File: config.mk
export PLATFORM = sky130hd
export DESIGN_NAME = rxsp_top
export DESIGN_NICKNAME = d
export VERILOG_FILES = /design/src/logic/rxsp_pkg.sv /design/src/logic/rxsp_link_edge.sv /design/src/logic/rxsp_top.sv
export SDC_FILE = /design/constraint.sdc
export NUM_CORES = 1
export LEC_CHECK = 0
export BUFFER_PORTS_ARGS = -buffer_cell sky130_fd_sc_hd__buf_2
export CORE_ASPECT_RATIO = 1.25
export CORE_MARGIN = 2
export CORE_UTILIZATION = 30
export DETAILED_ROUTE_END_ITERATION = 10
export PLACE_DENSITY_LB_ADDON = 0.15
export SLEW_MARGIN = 25
export SYNTH_ARGS = -nofsm -noshare
export SYNTH_HDL_FRONTEND = slang
export SYNTH_SLANG_ARGS = --single-unit
File: constraint.sdc
create_clock -name ref_clk -period 3.6 [get_ports ref_clk]
set_input_delay 0 -clock ref_clk [delete_from_list [all_inputs] [get_ports ref_clk]]
set_output_delay 0 -clock ref_clk [all_outputs]
set_load 0.005 [all_outputs]
File: src/logic/rxsp_pkg.sv
// shared constants for the receive system signaling port
package rxsp_pkg;
	localparam int          NUM_LINKS       = 8;
	localparam int          LINKS_PER_GROUP = 4;
	localparam int          SLOT_BITS       = 8;
	localparam logic [2:0]  SIG_LSB_POS     = 3'h4;
	localparam logic [2:0]  SIG_MSB_POS     = 3'h7;
	localparam logic [2:0]  SLOT_LAST_BIT   = 3'h7;
	localparam logic [1:0]  GROUP_LAST_LINK = 2'h3;
	localparam logic [2:0]  FP_T1_EACH_F    = 3'h0;
	localparam logic [2:0]  FP_T1_EVERY2_F  = 3'h1;
	localparam logic [2:0]  FP_T1_MF_FIRST  = 3'h2;
	localparam logic [2:0]  FP_T1_EVERY2_MF = 3'h3;
	localparam logic [2:0]  FP_E1_BASIC     = 3'h0;
	localparam logic [2:0]  FP_E1_CRC_MF    = 3'h1;
	localparam logic [2:0]  FP_E1_SIG_MF    = 3'h2;
	localparam logic [2:0]  FP_E1_BOTH_MF   = 3'h3;
	localparam logic [2:0]  FP_E1_TS1_TS16  = 3'h4;
	localparam int          FRAME_PERIOD_US = 125;
	localparam int          CLK_PERIOD_PS   = 4000;
	localparam int          FRAME_CYCLES    = FRAME_PERIOD_US * 1000000 / CLK_PERIOD_PS;
endpackage

File: src/logic/rxsp_link_edge.sv
// synchroniser and rising edge finder for one external clock or pulse pin
`timescale 1ns/1ps
module rxsp_link_edge (
	input  wire logic ref_clk,
	input  wire logic nrst,
	input  wire logic pin,
	output logic      level,
	output logic      rise
);
	logic meta;
	logic sync;
	logic last;
	logic next_meta;
	logic next_sync;
	logic next_last;

	always_comb begin
		next_meta = pin;
		next_sync = meta;
		next_last = sync;
	end

	// meta feeds only sync
	always_ff @(posedge ref_clk or negedge nrst) begin
		// start at the pull-up idle level, so an idle-high pin gives no false edge after reset
		if (!nrst) begin
			meta <= 1'b1;
			sync <= 1'b1;
			last <= 1'b1;
		end else begin
			meta <= next_meta;
			sync <= next_sync;
			last <= next_last;
		end
	end

	assign level = sync;
	assign rise  = sync & ~last;
endmodule

File: src/logic/rxsp_top.sv
// receive system signaling port: per-link and multiplexed signaling, frame pulse and clock
// What this block does
// - master mode: each signaling output updates on its own link clock edge
// - signaling bits sit in slot bits 5 to 8 on the mux outputs only; per-link rx_sig_out passes line_sig unmasked
// - slave mode: select own link clock or link 1 clock for all
// - mux mode: links 1-4 on first pair, links 5-8 on second
// - mux signaling outputs update on multiplexed clock edge
// - primary and backup mux outputs carry identical content
// - T1 master: frame pulse marks selected F-bit or multiframe position
// - T1 slave: system drives frame start pulse, multiple of 125 us
// - E1 master: frame pulse marks basic, CRC, signaling, both, or TS1/TS16
// - E1 slave: system frame start pulse accepted as frame reference
// - frame pulse driven or sampled on its link clock edge
// - frame pulse active level follows per-link invert control
// - mux mode: system frame pulse sampled on multiplexed clock edge
// - master mode outside mux mode: device drives per-link clock, 1.544 or 2.048 MHz
// - master mode: data output updates on link clock edge
`timescale 1ns/1ps
module rxsp_top
	import rxsp_pkg::*;
(
	input  wire logic                          ref_clk,
	input  wire logic                          nrst,
	input  wire logic                          clock_master,
	input  wire logic                          mux_mode,
	input  wire logic                          e1_mode,
	input  wire logic                          rx_slave_clock_share_sel,
	input  wire logic [rxsp_pkg::NUM_LINKS-1:0] frame_pulse_invert,
	input  wire logic [2:0]                    frame_pulse_sel,
	input  wire logic [rxsp_pkg::NUM_LINKS-1:0] line_clock_tick,
	input  wire logic [rxsp_pkg::NUM_LINKS-1:0] line_data,
	input  wire logic [rxsp_pkg::NUM_LINKS-1:0] line_sig,
	input  wire logic [rxsp_pkg::NUM_LINKS-1:0] line_fbit,
	input  wire logic [rxsp_pkg::NUM_LINKS-1:0] line_mf_start,
	input  wire logic [rxsp_pkg::NUM_LINKS-1:0] line_mf2_start,
	input  wire logic [rxsp_pkg::NUM_LINKS-1:0] line_sig_mf_start,
	input  wire logic [rxsp_pkg::NUM_LINKS-1:0] line_ts_overhead,
	input  wire logic [rxsp_pkg::NUM_LINKS-1:0] rx_sys_clock_in,
	output logic      [rxsp_pkg::NUM_LINKS-1:0] rx_sys_clock_out,
	output logic      [rxsp_pkg::NUM_LINKS-1:0] rx_sys_clock_oe,
	input  wire logic [rxsp_pkg::NUM_LINKS-1:0] rx_frame_pulse_in,
	output logic      [rxsp_pkg::NUM_LINKS-1:0] rx_frame_pulse_out,
	output logic      [rxsp_pkg::NUM_LINKS-1:0] rx_frame_pulse_oe,
	output logic      [rxsp_pkg::NUM_LINKS-1:0] rx_frame_start,
	output logic      [rxsp_pkg::NUM_LINKS-1:0] rx_sys_data_out,
	output logic      [rxsp_pkg::NUM_LINKS-1:0] rx_sig_out,
	input  wire logic                          mux_rx_sys_clock,
	input  wire logic                          mux_rx_frame_pulse,
	input  wire logic [rxsp_pkg::NUM_LINKS*rxsp_pkg::SLOT_BITS-1:0] mux_slot_data,
	input  wire logic [rxsp_pkg::NUM_LINKS*rxsp_pkg::SLOT_BITS-1:0] mux_slot_sig,
	output logic      [1:0]                    mux_rx_data_primary,
	output logic      [1:0]                    mux_rx_data_backup,
	output logic      [1:0]                    mux_rx_sig_primary,
	output logic      [1:0]                    mux_rx_sig_backup,
	output logic                               mux_frame_start
);
	import rxsp_pkg::*;

	// signaling nibble lives only in bits 5..8 (indices 4..7) of a slot
	function automatic logic sig_bit(input logic [SLOT_BITS-1:0] slot, input logic [2:0] pos);
		sig_bit = (pos >= SIG_LSB_POS && pos <= SIG_MSB_POS) ? slot[pos] : 1'b0;
	endfunction

	function automatic logic fp_event(input logic e1, input logic [2:0] sel, input logic fb,
		input logic mf, input logic mf2, input logic smf, input logic ts, input logic odd);
		if (e1) begin
			case (sel)
				FP_E1_BASIC:    fp_event = fb;
				FP_E1_CRC_MF:   fp_event = mf;
				FP_E1_SIG_MF:   fp_event = smf;
				FP_E1_BOTH_MF:  fp_event = mf & smf;
				FP_E1_TS1_TS16: fp_event = ts;
				default:        fp_event = fb;
			endcase
		end else begin
			case (sel)
				FP_T1_EACH_F:    fp_event = fb;
				FP_T1_EVERY2_F:  fp_event = fb & odd;
				FP_T1_MF_FIRST:  fp_event = mf;
				FP_T1_EVERY2_MF: fp_event = mf2;
				default:         fp_event = fb;
			endcase
		end
	endfunction

	logic [NUM_LINKS-1:0] ck_rise;
	logic [NUM_LINKS-1:0] fp_lvl;
	logic                 mck_rise;
	logic                 mfp_lvl;

	genvar g;
	generate
		for (g = 0; g < NUM_LINKS; g++) begin : g_sync
			rxsp_link_edge u_ck (.ref_clk(ref_clk), .nrst(nrst), .pin(rx_sys_clock_in[g]),
				.level(), .rise(ck_rise[g]));
			rxsp_link_edge u_fp (.ref_clk(ref_clk), .nrst(nrst), .pin(rx_frame_pulse_in[g]),
				.level(fp_lvl[g]), .rise());
		end
	endgenerate
	rxsp_link_edge u_mck (.ref_clk(ref_clk), .nrst(nrst), .pin(mux_rx_sys_clock),
		.level(), .rise(mck_rise));
	rxsp_link_edge u_mfp (.ref_clk(ref_clk), .nrst(nrst), .pin(mux_rx_frame_pulse),
		.level(mfp_lvl), .rise());

	// per-link state
	logic [NUM_LINKS-1:0] ck_out;
	logic [NUM_LINKS-1:0] ck_oe;
	logic [NUM_LINKS-1:0] fp_out;
	logic [NUM_LINKS-1:0] fp_oe;
	logic [NUM_LINKS-1:0] fstart;
	logic [NUM_LINKS-1:0] dout;
	logic [NUM_LINKS-1:0] sout;
	logic [NUM_LINKS-1:0] fodd;
	logic [NUM_LINKS-1:0] next_ck_out;
	logic [NUM_LINKS-1:0] next_ck_oe;
	logic [NUM_LINKS-1:0] next_fp_out;
	logic [NUM_LINKS-1:0] next_fp_oe;
	logic [NUM_LINKS-1:0] next_fstart;
	logic [NUM_LINKS-1:0] next_dout;
	logic [NUM_LINKS-1:0] next_sout;
	logic [NUM_LINKS-1:0] next_fodd;
	logic [NUM_LINKS-1:0] upd;

	always_comb begin
		for (int i = 0; i < NUM_LINKS; i++) begin
			// master: edge is the line tick; slave: own or shared link 1 clock
			if (clock_master)
				upd[i] = line_clock_tick[i];
			else if (rx_slave_clock_share_sel)
				upd[i] = ck_rise[0];
			else
				upd[i] = ck_rise[i];
			next_ck_oe[i]  = clock_master & ~mux_mode;
			// the driven clock toggles on each tick; gaps appear when ticks pause
			next_ck_out[i] = line_clock_tick[i] ? ~ck_out[i] : ck_out[i];
			next_fp_oe[i]  = clock_master & ~mux_mode;
			next_dout[i]   = upd[i] ? line_data[i] : dout[i];
			next_sout[i]   = upd[i] ? line_sig[i] : sout[i];
			next_fodd[i]   = (upd[i] & line_fbit[i]) ? ~fodd[i] : fodd[i];
			next_fp_out[i] = fp_out[i];
			if (upd[i] && clock_master)
				next_fp_out[i] = frame_pulse_invert[i] ^ fp_event(e1_mode, frame_pulse_sel,
					line_fbit[i], line_mf_start[i], line_mf2_start[i], line_sig_mf_start[i],
					line_ts_overhead[i], fodd[i]);
			// slave: frame start taken from the pulse level at the link clock edge
			next_fstart[i] = upd[i] & ~clock_master & (fp_lvl[i] ^ frame_pulse_invert[i]);
		end
	end

	always_ff @(posedge ref_clk or negedge nrst) begin
		if (!nrst) begin
			ck_out <= '0;
			ck_oe  <= '0;
			fp_out <= '0;
			fp_oe  <= '0;
			fstart <= '0;
			dout   <= '0;
			sout   <= '0;
			fodd   <= '0;
		end else begin
			ck_out <= next_ck_out;
			ck_oe  <= next_ck_oe;
			fp_out <= next_fp_out;
			fp_oe  <= next_fp_oe;
			fstart <= next_fstart;
			dout   <= next_dout;
			sout   <= next_sout;
			fodd   <= next_fodd;
		end
	end

	// multiplexed bus state: bit and link pointers, shared by both groups
	logic [2:0] bit_pos;
	logic [1:0] link_idx;
	logic [1:0] md_p;
	logic [1:0] ms_p;
	logic       mfs;
	logic [2:0] next_bit_pos;
	logic [1:0] next_link_idx;
	logic [1:0] next_md_p;
	logic [1:0] next_ms_p;
	logic       next_mfs;
	logic       mfp_act;

	always_comb begin
		mfp_act       = mfp_lvl ^ frame_pulse_invert[0];
		next_bit_pos  = bit_pos;
		next_link_idx = link_idx;
		next_md_p     = md_p;
		next_ms_p     = ms_p;
		next_mfs      = 1'b0;
		if (mux_mode && mck_rise) begin
			if (mfp_act) begin
				next_bit_pos  = 3'h0;
				next_link_idx = 2'h0;
				next_mfs      = 1'b1;
			end else if (bit_pos == SLOT_LAST_BIT) begin
				next_bit_pos  = 3'h0;
				next_link_idx = (link_idx == GROUP_LAST_LINK) ? 2'h0 : link_idx + 2'h1;
			end else begin
				next_bit_pos = bit_pos + 3'h1;
			end
			for (int grp = 0; grp < 2; grp++) begin
				// group 0 carries links 1-4, group 1 links 5-8
				next_md_p[grp] = mux_slot_data[(grp*LINKS_PER_GROUP + int'(next_link_idx))*SLOT_BITS
					+ int'(next_bit_pos)];
				next_ms_p[grp] = sig_bit(mux_slot_sig[(grp*LINKS_PER_GROUP + int'(next_link_idx))*SLOT_BITS
					+: SLOT_BITS], next_bit_pos);
			end
		end
	end

	always_ff @(posedge ref_clk or negedge nrst) begin
		if (!nrst) begin
			bit_pos  <= 3'h0;
			link_idx <= 2'h0;
			md_p     <= 2'h0;
			ms_p     <= 2'h0;
			mfs      <= 1'b0;
		end else begin
			bit_pos  <= next_bit_pos;
			link_idx <= next_link_idx;
			md_p     <= next_md_p;
			ms_p     <= next_ms_p;
			mfs      <= next_mfs;
		end
	end

	// separate backup flops keep every output straight from a flip-flop
	logic [1:0] md_b;
	logic [1:0] ms_b;
	always_ff @(posedge ref_clk or negedge nrst) begin
		if (!nrst) begin
			md_b <= 2'h0;
			ms_b <= 2'h0;
		end else begin
			md_b <= next_md_p;
			ms_b <= next_ms_p;
		end
	end

	assign rx_sys_clock_out    = ck_out;
	assign rx_sys_clock_oe     = ck_oe;
	assign rx_frame_pulse_out  = fp_out;
	assign rx_frame_pulse_oe   = fp_oe;
	assign rx_frame_start      = fstart;
	assign rx_sys_data_out     = dout;
	assign rx_sig_out          = sout;
	assign mux_rx_data_primary = md_p;
	assign mux_rx_data_backup  = md_b;
	assign mux_rx_sig_primary  = ms_p;
	assign mux_rx_sig_backup   = ms_b;
	assign mux_frame_start     = mfs;
endmodule

# Yosys cells after proc, flatten, opt, wreduce, memory -nomap -nowiden
# Index checks and enable logic that the tools add are counted.
dict set report op_classes {
  add_sub_neg 5
  n_lt_le_gt_ge 5
  eq_ne 6
  shifts 2
  mux 68
  bitwise 94
  n_reduce_logical 10
}
# cell n
set op_table {}
lappend op_table {{$shiftx A64 B6 Y8} 1}
lappend op_table {{$shiftx A64 B8 Y8} 1}
lappend op_table {{$and A1 B1 Y1} 50}
lappend op_table {{$mux W1} 41}
lappend op_table {{$add A32 B4 Y32} 1}
lappend op_table {{$lt A32 B8 Y1 const B} 1}
lappend op_table {{$pmux W1 S4} 8}
lappend op_table {{$not A1 Y1} 27}
lappend op_table {{$pmux W1 S3} 8}
lappend op_table {{$xor A1 B1 Y1} 17}
lappend op_table {{$bmux W1 S6} 2}
lappend op_table {{$logic_and A1 B1 Y1} 10}
lappend op_table {{$mux W3} 3}
lappend op_table {{$mux W2} 4}
lappend op_table {{$lt A6 B7 Y1 const B} 1}
lappend op_table {{$add A5 B3 Y6} 1}
lappend op_table {{$bmux W1 S3} 2}
lappend op_table {{$eq A3 B2 Y1 const B} 2}
lappend op_table {{$eq A3 B3 Y1 const B} 2}
lappend op_table {{$add A3 B2 Y4 const A} 1}
lappend op_table {{$lt A3 B4 Y1 const B} 1}
lappend op_table {{$add A3 B1 Y3 const B} 1}
lappend op_table {{$eq A3 B1 Y1 const B} 1}
lappend op_table {{$ge A3 B3 Y1 const B} 1}
lappend op_table {{3 further kinds} 3}
dict set report totals {
  ff_bits 104
  in_bits 227
  out_inout_bits 65
  elab_cells 282
}

# Depth between registers and ports, before layout
# Gate-level depths: netlist (run 1).
dict set report logic_depth {
  depth_word 10
  depth_mapped 10
  mapped_depth_nobuf 8
}

# Modules after synthesis
# From an unflattened synthesis (run 1), not the netlist that was laid out.
dict set report unflattened {
  hier_cells 580
  area_unflattened_um2 6261.0
}
# mod instances cells_each area_each_um2 seq_area_each_um2
set modules_own_cells {}
lappend modules_own_cells {rxsp_top 1 508 4594.4 1476.4}
lappend modules_own_cells {rxsp_link_edge 18 4 92.6 78.8}

# Worst setup path before layout (run 1)
# OpenSTA, ideal clock, no wires.
dict set report synth_timing {
  kind {reg-to-reg}
  from {register bit_pos[0]}
  to {register md_b[1], in the netlist mux_rx_data_backup[1]}
  setup_ns 0.069
  arrival_ns 2.015
  slack_ns 1.517
  path_stages_with_launch 9
  period_less_slack_ns 2.083
  cell_sequence {dfrtp_1 -> ha_1 -> ha_1 -> inv_1 -> or3_1 -> or3_1 -> nor3_1 -> a221oi_1 -> nand3_1}
}
dict set report synth_between {
  elab_chain_cells 9
  elab_cells_between_ends 13
  classes_between {add/sub (3); eq/ne (1); mux (9)}
}
# element line
set synth_rtl {}
lappend synth_rtl {{from (decl)} rxsp_top.sv:173} ;# logic [2:0] bit_pos;
lappend synth_rtl {{from (signal assigned)} rxsp_top.sv:221} ;# bit_pos <= next_bit_pos;
lappend synth_rtl {{$eq A3 B3 Y1} rxsp_top.sv:197} ;# end else if (bit_pos == SLOT_LAST_BIT) begin
lappend synth_rtl {{$mux W2} rxsp_top.sv:197}
lappend synth_rtl {{$mux W2} rxsp_top.sv:193} ;# if (mfp_act) begin
lappend synth_rtl {{$mux W2} rxsp_top.sv:192} ;# if (mux_mode && mck_rise) begin
lappend synth_rtl {{$add A3 B2 Y4} rxsp_top.sv:205} ;# next_md_p[grp] = mux_slot_data[(grp*LINKS_PER_GROUP + int'(next_link_idx))*SLOT_BITS
lappend synth_rtl {{$add A32 B4 Y32 (*)} rxsp_top.sv:206} ;# + int'(next_bit_pos)];
lappend synth_rtl {{$bmux W1 S6 (*)} rxsp_top.sv:205}
lappend synth_rtl {{$mux W1 (implied by the code) (*) (2 in a row)} rxsp_top.sv:205}
lappend synth_rtl {{to (signal assigned)} rxsp_top.sv:237} ;# md_b <= next_md_p;
lappend synth_rtl {{to (decl)} rxsp_top.sv:230} ;# logic [1:0] md_b;
# Mark *: on every way between the ends. The rest lies on a longest branch, timed or not. The select of a mux whose other input is x is not followed.
# A chain may end at the register's enable or synchronous reset.

# Worst setup path in the final report (run 1)
dict set report layout_timing {
  from {register bit_pos[0]}
  to {register md_b[0], in the netlist mux_rx_data_backup[0]}
}
dict set report layout_between {
  elab_chain_cells 8
  elab_cells_between_ends 12
  classes_between {add/sub (2); eq/ne (1); mux (9)}
}
# element line
set layout_rtl {}
lappend layout_rtl {{$add A3 B1 Y3 or $eq A3 B3 Y1 (tied branches)} {rxsp_top.sv:201, rxsp_top.sv:197}}
lappend layout_rtl {{$mux W3 or $mux W2 (tied branches)} rxsp_top.sv:197}
lappend layout_rtl {{$mux W3 or $mux W2 (tied branches)} rxsp_top.sv:193}
lappend layout_rtl {{$mux W3 or $mux W2 (tied branches)} rxsp_top.sv:192}
lappend layout_rtl {{$add A5 B3 Y6 (*)} rxsp_top.sv:206}
lappend layout_rtl {{$bmux W1 S6 (*)} rxsp_top.sv:205}
lappend layout_rtl {{$mux W1 (implied by the code) (*) (2 in a row)} rxsp_top.sv:205}
# Marked as above.

==> impl_metrics.csv, run 1 <==
group,metric,value,unit
pwr,power.switching,1.08,mW
cells_and_area,multiInputGateArea,2710,um2
clock_tree,clk_pin_slew,0.08,ns
worst_setup_path,r2r_start,"bit_pos[0]",
pwr,peakVddDrop,0.275,mV
worst_setup_path,start_kind,"register",
place,place_inst,1021,
floorplan,rows,56,
grt,grt_start_max_net_pins,49,
clock_tree,root_buffer,"clkbuf_16",
yosys,synth.distinct_cells,64,
timing,fin_crit_sh,70.6,%
cells_and_area,fin_area,7980,um2
worst_setup_path,crit_chain,"ha_1, ha_1, nor3b_1, o21a_1, or3_1, a21oi_1, a222oi_1, nand4_1",
worst_setup_path,r2r-end,"mux_rx_data_backup[0]",
worst_setup_path,path_max_fanout,12,
floorplan,start_util,30.7,%
place,hpwl,14000,um
timing,fin_skew,0.00706,ns
worst_setup_path,crit_end,"mux_rx_data_backup[0]",
outcome,status,"complete, no violations",
yosys,synthFlopType,"dfrtp_1",
yosys,netlist_instances,569,
timing,slew_headroom,54.3,%
yosys,synthArstFlopShare,100,%
timing,holdWs,0.0151,ns
pwr,p_comb_share,29.3,%
timing,worst_slew_pin_slew,0.682,ns
cells_and_area,final_core_util,42.2,%
pwr,powerDensity,430,nW/um2
worst_setup_path,ff2ff_path_depth,8,
hold_path,hold_path.class,"in -> reg",
cells_and_area,fin_nets,1084,
routing,dr_total_vias,5324,
yosys,synth_edf_count,0,
clock_tree,clock-sinks,104,
routing,vias_per_cell,4.87,
flow_run,drv_cap,0,
timing,tns,0,ns
place,pre_cts_slack,1.09,ns
timing,drv_slew,0,
floorplan,boundaryPins,292,
clock_tree,cts-hold-fix-buffers,53,
timing,period_needed,2.54,ns
grt,grt_pass1_wl,28700,um
grt,grt_remaining_overflow,0,
yosys,seq_area_frac_synth,45.7,%
cells_and_area,regArea,2660,um2
timing,rsz0062_at_grt,"no",
pwr,p_clk_share,28.0,%
floorplan,die_y,160,um
place,postPlaceCellArea,7160,um2
cells_and_area,final_common_cell,"buf_2",
clock_tree,cts_tree,"built",
place,routabilityCongestion,0.852,
worst_setup_path,crit_arrival,2.75,ns
clock_tree,ctsResizeCount,0,
cells_and_area,layout-drive-gt1-share,43.4,%
cells_and_area,final_cell_mix,"258 x buf_2, 59 x dfrtp_1, 53 x dlygate4sd3_1, 45 x dfstp_2",
routing,wl,18500,um
worst_setup_path,crit_top_cell,"ha_1",
cells_and_area,fill_cells,1870,
grt,grt_pass1_vias,5670,
worst_setup_path,worstPathRequired,3.81,ns
worst_setup_path,slowest_delay,0.51,ns
pwr,p_total,3.43,mW
routing,ant_nets,0,
pwr,seqPwrFrac,42.8,%
pwr,p_leak,3.72,nW
yosys,yosys_register_bits,104,
timing,final_hold_viol_count,0,
routing,dr.pass1.iters,5,
clock_tree,cts_buffer_depth,2,
worst_setup_path,r2r_slack,1.06,ns
floorplan,coreArea,18900,um2
cells_and_area,area_growth,37.2,%
worst_setup_path,slowest_stage,"o21a_1",
routing,drtIter0Drc,247,
timing,clock.fmax,0.394,GHz
routing,drc_errors,0,
clock_tree,postCtsSetupBuffers,0,
routing,wl_per_cell,16.9,um
timing,setup_violations,0,
yosys,synth_warnings,0,
worst_setup_path,crit_type,"reg -> reg",
grt,globalRouteTotalUtil,17.8,%
yosys,synth.avg_cell_area,10.2,um2
grt,antenna_found_initial,3,
yosys,synth_area,5820,um2
pwr,p_int,2.35,mW
cells_and_area,final_cells,1093,
floorplan,dieArea,20500,um2
worst_setup_path,cp-end-kind,"register",
clock_tree,cts_htree_levels,3,
worst_setup_path,cp-startpoint,"bit_pos[0]",
floorplan,die_w,129,um
place,port_buffers,259,
pwr,netSwitchingFraction,31.4,%
clock_tree,clk_latency,0.35,ns
clock_tree,numCtsBuffers,9,
yosys,syn-num-nets,800,
timing,setup_ws,1.06,ns
[critical path, delay by kind of cell, from the launching register on]
family | cells | cell delay, ns
compound gates | 3 | 0.86
simple gates | 3 | 0.78
fa+ha+maj | 2 | 0.40
flops | 1 | 0.36
[state kept, by name, summed over array words and instances, names as in the netlist]
name,cells
bit_pos,3
fodd,8
g_sync.u_ck.last,8
g_sync.u_ck.level,8
g_sync.u_ck.meta,8
g_sync.u_fp.level,8
g_sync.u_fp.meta,8
link_idx,2
mux_frame_start,1
mux_rx_data_backup,2
mux_rx_sig_backup,2
rx_frame_pulse_oe,1
rx_frame_pulse_out,8
rx_frame_start,8
rx_sig_out,8
rx_sys_clock_out,8
rx_sys_data_out,8
u_mck.last,1
u_mck.level,1
u_mck.meta,1
u_mfp.level,1
u_mfp.meta,1
[routing by layer]
metal | GRT usage (%) | wire [um]
met1 | 19.5 | 7190
met2 | 32.9 | 9690
met3 | 4.42 | 1310
met4 | 6.03 | 331
met5 | 0 | 0
[cell type report]
class,count,area share [%]
antenna,3,0.0941
clock buffer,10,2.99
clock inverter,6,0.611
inverter,34,1.60
multi-input combinational,383,34.0
sequential,104,33.3
tap,232,3.64
timing repair buffer,321,23.8
[worst min path at each step]
| stage | start | end | slack, ns | depth (start not counted) |
|---|---|---|---|---|
| detailed placement | nrst | rx_sys_clock_out[2] | 0.08 | 1 |
| floorplan | nrst | bit_pos[0] | -0.30 | 0 |
| CTS | line_fbit[1] | fodd[1] | 0.007 | 4 |
| finish | line_fbit[6] | fodd[6] | 0.02 | 4 |
| global placement | nrst | rx_sys_clock_out[2] | 0.07 | 1 |
| global route | frame_pulse_invert[0] | rx_frame_start[0] | 0.02 | 3 |
[cells by family (layout without fill, tap and decap cells)]
| logic type | Yosys count | count (layout) | share of synthesized area, % |
|---|---|---|---|
| AO/OA/AOI/OAI | 139 | 139 | 17.1 |
| AND/OR/NAND/NOR | 156 | 156 | 14.4 |
| flip-flops | 104 | 104 | 45.7 |
| adder cells (fa/ha/maj) | 4 | 4 | 0.861 |
| other | 0 | 3 | 0 |
| XOR/XNOR | 35 | 35 | 5.40 |
| multiplexers | 49 | 49 | 8.89 |
| buffers and inverters | 82 | 371 | 7.64 |
[power groups by stage]
stage / Clock, mW / Sequential [mW] / Combinational, mW
after floorplan: 0 / 1.48 / 0.586
after CTS: 1.00 / 1.47 / 1.02
after global placement: 0 / 1.48 / 0.955
final: 0.958 / 1.47 / 1.00
after global routing: 1.05 / 1.49 / 1.12
after detailed placement: 0 / 1.49 / 0.968
[cells in the mapped netlist, types with 5 or more instances]
| library cell | instances | area share [%] |
|---|---|---|
| dfrtp_1 | 59 | 25 |
| xnor2_1 | 24 | 3.6 |
| mux2i_1 | 28 | 4.8 |
| a22oi_1 | 5 | 0.65 |
| nand3_1 | 7 | 0.60 |
| o211ai_1 | 6 | 0.77 |
| nor3_1 | 18 | 1.5 |
| buf_4 | 23 | 3.0 |
| o21ai_0 | 24 | 2.1 |
| o21ai_1 | 9 | 0.77 |
| nand2_1 | 34 | 2.2 |
| nand2b_1 | 9 | 0.97 |
| nand3b_1 | 18 | 2.3 |
| nor2_1 | 34 | 2.2 |
| buf_2 | 10 | 0.86 |
| o21bai_1 | 8 | 1.0 |
| nor2b_1 | 12 | 1.3 |
| inv_1 | 34 | 2.2 |
| dfstp_2 | 45 | 20 |
| o221ai_1 | 5 | 0.75 |
| buf_6 | 5 | 0.97 |
| xor2_1 | 10 | 1.5 |
| a221oi_2 | 7 | 1.8 |
| o31ai_2 | 5 | 1.1 |
| clkbuf_1 | 7 | 0.45 |
| a31oi_1 | 9 | 0.97 |
| a21oi_1 | 34 | 2.9 |
| mux2_2 | 21 | 4.1 |
No activity file was read; power rests on OpenSTA's default activity.
==> run 2, diff against run 1 <==
Clock period 3.6 ns to 2.21 ns, I/O delays scaled along.
==> run 2 against run 1 <==
Clock power rose by 76%. Global-route usage rose by 0.38 points. Register-to-register slack got worse by 0.97 ns. Wire length rose by 1.9%. Combinational power rose by 76%. Sequential cell count did not move. Worst setup slack got worse by 0.97 ns. Final cell count rose by 2.5%. Critical path type unchanged.
==> impl_metrics.csv, run 2 (synthesis gave the netlist of run 1 again) <==
group,metric,value,unit
worst_setup_path,path_max_fanout,2,
timing,clock.fmax,0.470,GHz
grt,grt.busiest_layer,"met2",
timing,worst_slew_pin_slew,0.628,ns
routing,drc_errors,0,
timing,fin_crit_sh,96.2,%
worst_setup_path,worstPathRequired,2.50,ns
place,pre_cts_slack,-0.0668,ns
timing,holdWs,0.0128,ns
worst_setup_path,r2r_slack,0.08,ns
cells_and_area,area_growth,43.2,%
grt,antenna_found_initial,3,
routing,vias_per_cell,4.86,
place,routabilityCongestion,0.928,
hold_path,worstHoldStart,"mux_slot_data[4]",
grt,grt_start_max_net_pins,49,
floorplan,die_w,129,um
pwr,power.switching,1.83,mW
clock_tree,clock-sinks,104,
timing,period_needed,2.13,ns
timing,slew_headroom,57.7,%
clock_tree,root_buffer,"clkbuf_16",
clock_tree,cts_htree_levels,3,
cells_and_area,fin_nets,1112,
routing,dr.pass1.iters,4,
routing,wl,18900,um
worst_setup_path,cp-end-kind,"register",
pwr,peakVddDrop,0.375,mV
place,hpwl,14700,um
outcome,status,"complete, no violations",
worst_setup_path,ff2ff_path_depth,8,
floorplan,boundaryPins,292,
worst_setup_path,r2r_start,"bit_pos[1]",
cells_and_area,layout-drive-gt1-share,46.2,%
clock_tree,numCtsBuffers,9,
flow_run,drv_cap,0,
timing,rsz0062_at_grt,"no",
hold_path,hold_end,"mux_rx_data_backup[0]",
pwr,p_total,5.84,mW
pwr,p_comb_share,30.1,%
pwr,p_int,4.01,mW
hold_path,holdPathStages,4,
pwr,powerDensity,701,nW/um2
routing,drtIter0Drc,327,
grt,use_met1,20.2,%
floorplan,die_y,160,um
grt,globalRouteTotalUtil,18.1,%
place,port_buffers,259,
clock_tree,clk_pin_slew,0.07,ns
hold_path,hold_path.class,"in -> reg",
grt,grt_remaining_overflow,0,
worst_setup_path,crit_type,"reg -> reg",
timing,fin_skew,0.00590,ns
worst_setup_path,start_kind,"register",
pwr,netSwitchingFraction,31.3,%
cells_and_area,fill_cells,1880,
floorplan,dieArea,20500,um2
floorplan,coreArea,18900,um2
grt,use_met2,32.9,%
routing,wl_per_cell,16.8,um
clock_tree,cts_tree,"built",
grt,grt_pass1_wl,29200,um
grt,grt_pass1_vias,5705,
worst_setup_path,r2r-end,"mux_rx_data_backup[1]",
routing,dr_total_vias,5446,
cells_and_area,final_common_cell,"buf_2",
floorplan,start_util,30.7,%
pwr,seqPwrFrac,41.0,%
timing,setup_ws,0.0844,ns
worst_setup_path,crit_arrival,2.42,ns
routing,ant_nets,0,
timing,drv_slew,0,
clock_tree,cts_buffer_depth,2,
pwr,p_leak,3.88,nW
timing,setup_violations,0,
clock_tree,clk_latency,0.36,ns
grt,globalRouteMet3Util,4.22,%
timing,final_hold_viol_count,0,
pwr,p_clk_share,28.9,%
floorplan,rows,56,
cells_and_area,final_cell_mix,"258 x buf_2, 59 x dfrtp_1, 56 x dlygate4sd3_1, 45 x dfstp_2",
==> run 2: changes by cell type in the layout (fill, tap and decap cells not counted), sizes merged <==
cell	before	now
buf	268	293
dlygate4sd3	53	56
clkinv	2	0
inv	38	40
bufinv	0	1
clkbuf	10	9
diode	3	2
==> run 2: per-layer routing <==
layer | part of all wire, % | vias up
li1 | - | 2622
met1 | 40 | 2568
met2 | 51 | 224
met3 | 6.8 | 30
met4 | 2.6 | 2
met5 | 0.037 | -
==> run 2: worst max-delay path by stage <==
stage	startpoint	depth (start not counted)	end	slack, ns
4_1_cts	bit_pos[0]	8	mux_rx_data_backup[1]	0.003
2_1_floorplan	bit_pos[0]	8	mux_rx_data_backup[1]	0.13
5_1_grt	bit_pos[1]	8	mux_rx_data_backup[1]	0.006
3_5_place_dp	u_mfp.level	7	mux_rx_data_backup[1]	-0.07
3_3_place_gp	u_mfp.level	7	mux_rx_data_backup[1]	-0.01
6_report	bit_pos[1]	8	mux_rx_data_backup[1]	0.08
==> run 2: final cells by class <==
class / instances / area (um2) / area share, %
clock inverter: 7 / 82.6 / 0.992
sequential: 104 / 2660 / 31.9
clock buffer: 9 / 225 / 2.70
tap: 232 / 290 / 3.49
multi-input combinational: 383 / 2780 / 33.4
antenna: 2 / 5.00 / 0.0601
timing repair buffer: 349 / 2160 / 25.9
inverter: 34 / 128 / 1.53
==> run 2: metrics by stage <==
stage	util (%)	std cells	TNS, ns	instance area [um2]
floorplan	-	569	0	5820
global placement	39.0	1045	-0.00973	7370
detailed placement	39.0	1045	-0.0668	7370
CTS	43.6	1117	0	8250
global route	44.0	1120	0	8330
finish	44.0	1120	0	8330
==> run 2: what timing repair did <==
item,4_1_cts,5_1_grt
hold endpoints to repair,76,0
hold buffers,56,0
resized for setup,2,16
setup buffers,0,1
pin swaps,0,6
setup endpoints to repair,1,4
==> run 2: worst max-delay path: stages, from the launching register on <==
cell and delay [ns]:
dfrtp_1 0.39, ha_2 0.23, ha_4 0.27, inv_1 0.05, or3_1 0.38, or3_4 0.40
nor3_2 0.18, a221oi_1 0.06, nand3_1 0.11
==> run 2: power by group through the flow <==
stage | clock network [mW] | logic [mW] | registers (mW)
floorplan | 0 | 0.954 | 2.41
global placement | 0 | 1.65 | 2.41
detailed placement | 0 | 1.67 | 2.42
CTS | 1.74 | 1.75 | 2.39
global route | 1.82 | 1.94 | 2.43
finish | 1.69 | 1.76 | 2.39
==> run 3, diff against run 2 <==
Settings changed: CORE_MARGIN 2 to 3.
Clock period 2.21 ns to 1.8 ns, I/O delays scaled along.
==> run 3 against run 2 <==
The flow now finishes with violations (negative setup slack). Wire length rose by 9.6%. Critical path depth did not move. Worst setup slack got worse by 0.29 ns. Sequential power rose by 23%. Critical path type unchanged. Largest cell class unchanged. Largest power group unchanged.
==> impl_metrics.csv, run 3 (synthesis gave the netlist of run 1 again) <==
group,metric,value,unit
hold_path,hold_end,"fodd[3]",
routing,drtIter0Drc,217,
clock_tree,cts_htree_levels,3,
timing,worst_slew_pin_slew,0.530,ns
pwr,peakVddDrop,0.592,mV
worst_setup_path,r2r-end,"mux_rx_data_backup[1]",
flow_run,drv_cap,0,
timing,setup_ws,-0.202,ns
place,hpwl,16400,um
routing,drc_errors,0,
worst_setup_path,r2r_slack,-0.20,ns
hold_path,hold_path.class,"in -> reg",
worst_setup_path,worstPathRequired,2.03,ns
clock_tree,root_buffer,"clkbuf_16",
cells_and_area,fin_nets,1152,
floorplan,start_util,30.7,%
timing,drv_slew,0,
worst_setup_path,r2r_start,"bit_pos[1]",
timing,slew_headroom,64.6,%
cells_and_area,final_cells,1161,
outcome,status,"finished with violations",
grt,antenna_found_initial,4,
worst_setup_path,cp-end-kind,"register",
grt,grt_remaining_overflow,0,
grt,grt_start_max_net_pins,46,
clock_tree,cts_buffer_depth,2,
timing,tns,-0.765,ns
timing,period_needed,2.00,ns
floorplan,rows,56,
worst_setup_path,slowest_stage,"or4_4",
clock_tree,cts_tree,"built",
routing,ant_nets,0,
worst_setup_path,crit_type,"reg -> reg",
cells_and_area,final_cell_mix,"261 x buf_2, 63 x buf_4, 59 x dfrtp_1, 52 x dlygate4sd3_1, 45 x dfstp_2",
grt,grt_pass1_vias,5831,
hold_path,worstHoldStart,"line_fbit[3]",
clock_tree,clk_pin_slew,0.07,ns
outcome,violations,"negative setup slack",
worst_setup_path,crit_chain,"ha_4, ha_4, buf_6, or4_4, o211ai_1, o211ai_1, a32oi_1, nand3_1",
floorplan,dieArea,21100,um2
clock_tree,clk_latency,0.35,ns
timing,setup_violations,4,
worst_setup_path,crit_arrival,2.23,ns
timing,fin_skew,0.00800,ns
place,port_buffers,259,
grt,globalRouteTotalUtil,19.0,%
hold_path,holdPathStages,4,
cells_and_area,layout-drive-gt1-share,50.5,%
worst_setup_path,ff2ff_path_depth,8,
timing,fin_crit_sh,111,%
floorplan,boundaryPins,292,
pwr,p_total,7.34,mW
floorplan,die_w,131,um
worst_setup_path,start_kind,"register",
timing,final_hold_viol_count,0,
worst_setup_path,path_max_fanout,6,
routing,vias_per_cell,4.92,
cells_and_area,final_common_cell,"buf_2",
pwr,p_leak,4.10,nW
routing,wl,20700,um
grt,grt_pass1_wl,31000,um
place,pre_cts_slack,-0.327,ns
routing,dr_total_vias,5716,
floorplan,die_y,162,um
clock_tree,clock-sinks,104,
place,routabilityCongestion,0.899,
routing,wl_per_cell,17.8,um
pwr,powerDensity,837,nW/um2
clock_tree,numCtsBuffers,9,
floorplan,coreArea,18900,um2
routing,dr.pass1.iters,4,
timing,holdWs,0.0123,ns
cells_and_area,area_growth,50.7,%
place,place_inst,1078,
worst_setup_path,slowest_delay,0.47,ns
timing,rsz0062_at_grt,"yes",
timing,clock.fmax,0.500,GHz
-- run 3: cell count changes in the layout (fill, tap and decap cells not counted), sizes merged --
cell	before	now
buf	293	337
bufinv	1	0
clkbuf	9	10
clkinv	0	3
diode	2	3
dlygate4sd3	56	52
inv	40	37
-- run 3: per-stage QoR --
step | util [%] | cell area [um2]
floorplan | - | 5890
global route | 46.3 | 8760
CTS | 45.3 | 8570
global placement | 40.6 | 7680
finish | 46.3 | 8770
detailed placement | 40.6 | 7680
-- run 3: worst max path at each step --
| stage | start | end | cells after the start | slack, ns |
|---|---|---|---|---|
| 2_1_floorplan | bit_pos[1] | mux_rx_data_backup[1] | 8 | -0.14 |
| 6_report | bit_pos[1] | mux_rx_data_backup[1] | 8 | -0.20 |
| 3_3_place_gp | bit_pos[1] | mux_rx_data_backup[0] | 8 | -0.35 |
| 5_1_grt | bit_pos[0] | mux_rx_data_backup[1] | 8 | -0.30 |
| 3_5_place_dp | bit_pos[1] | mux_rx_data_backup[0] | 8 | -0.33 |
| 4_1_cts | bit_pos[1] | mux_rx_data_backup[1] | 8 | -0.18 |
-- run 3: repair_timing --
item / CTS / global route
endpoints found under the hold margin: 116 / 0
pin swaps: 7 / 17
gates cloned: 1 / 2
setup buffers: 1 / 8
setup endpoints to repair: 4 / 11
resized for setup: 14 / 32
hold buffers: 52 / 0
-- run 3: power by group --
group / switching [mW] / leakage, nW / internal, mW
sequential: 0.193 / 1.19 / 2.74
clock: 0.948 / 0.153 / 1.06
combinational: 1.15 / 2.76 / 1.25
total: 2.29 / 4.10 / 5.05
-- run 3: layer usage --
metal  track usage [%]  routed length [um]
met5                 0                  27
met4              7.39                 567
met3              4.38                1520
met2              33.9               10600
met1              21.6                7970
-- run 3: worst max-delay path: cells and delay by family, from the launching register on --
| family | cells | cell delay (ns) |
|---|---|---|
| flops | 1 | 0.41 |
| simple gates | 2 | 0.56 |
| fa+ha+maj | 2 | 0.38 |
| compound gates | 3 | 0.38 |
| buf+inv | 1 | 0.13 |
-- run 3: cell type report --
cell class                      count  area, um2
Fill cell                        1825      10200
Multi-Input combinational cell    383       2900
Sequential cell                   104       2660
Timing Repair Buffer              389       2470
Tap cell                          232        290
Clock buffer                       10        250
Inverter                           34        128
Clock inverter                      6       58.8
Antenna cell                        3       7.51
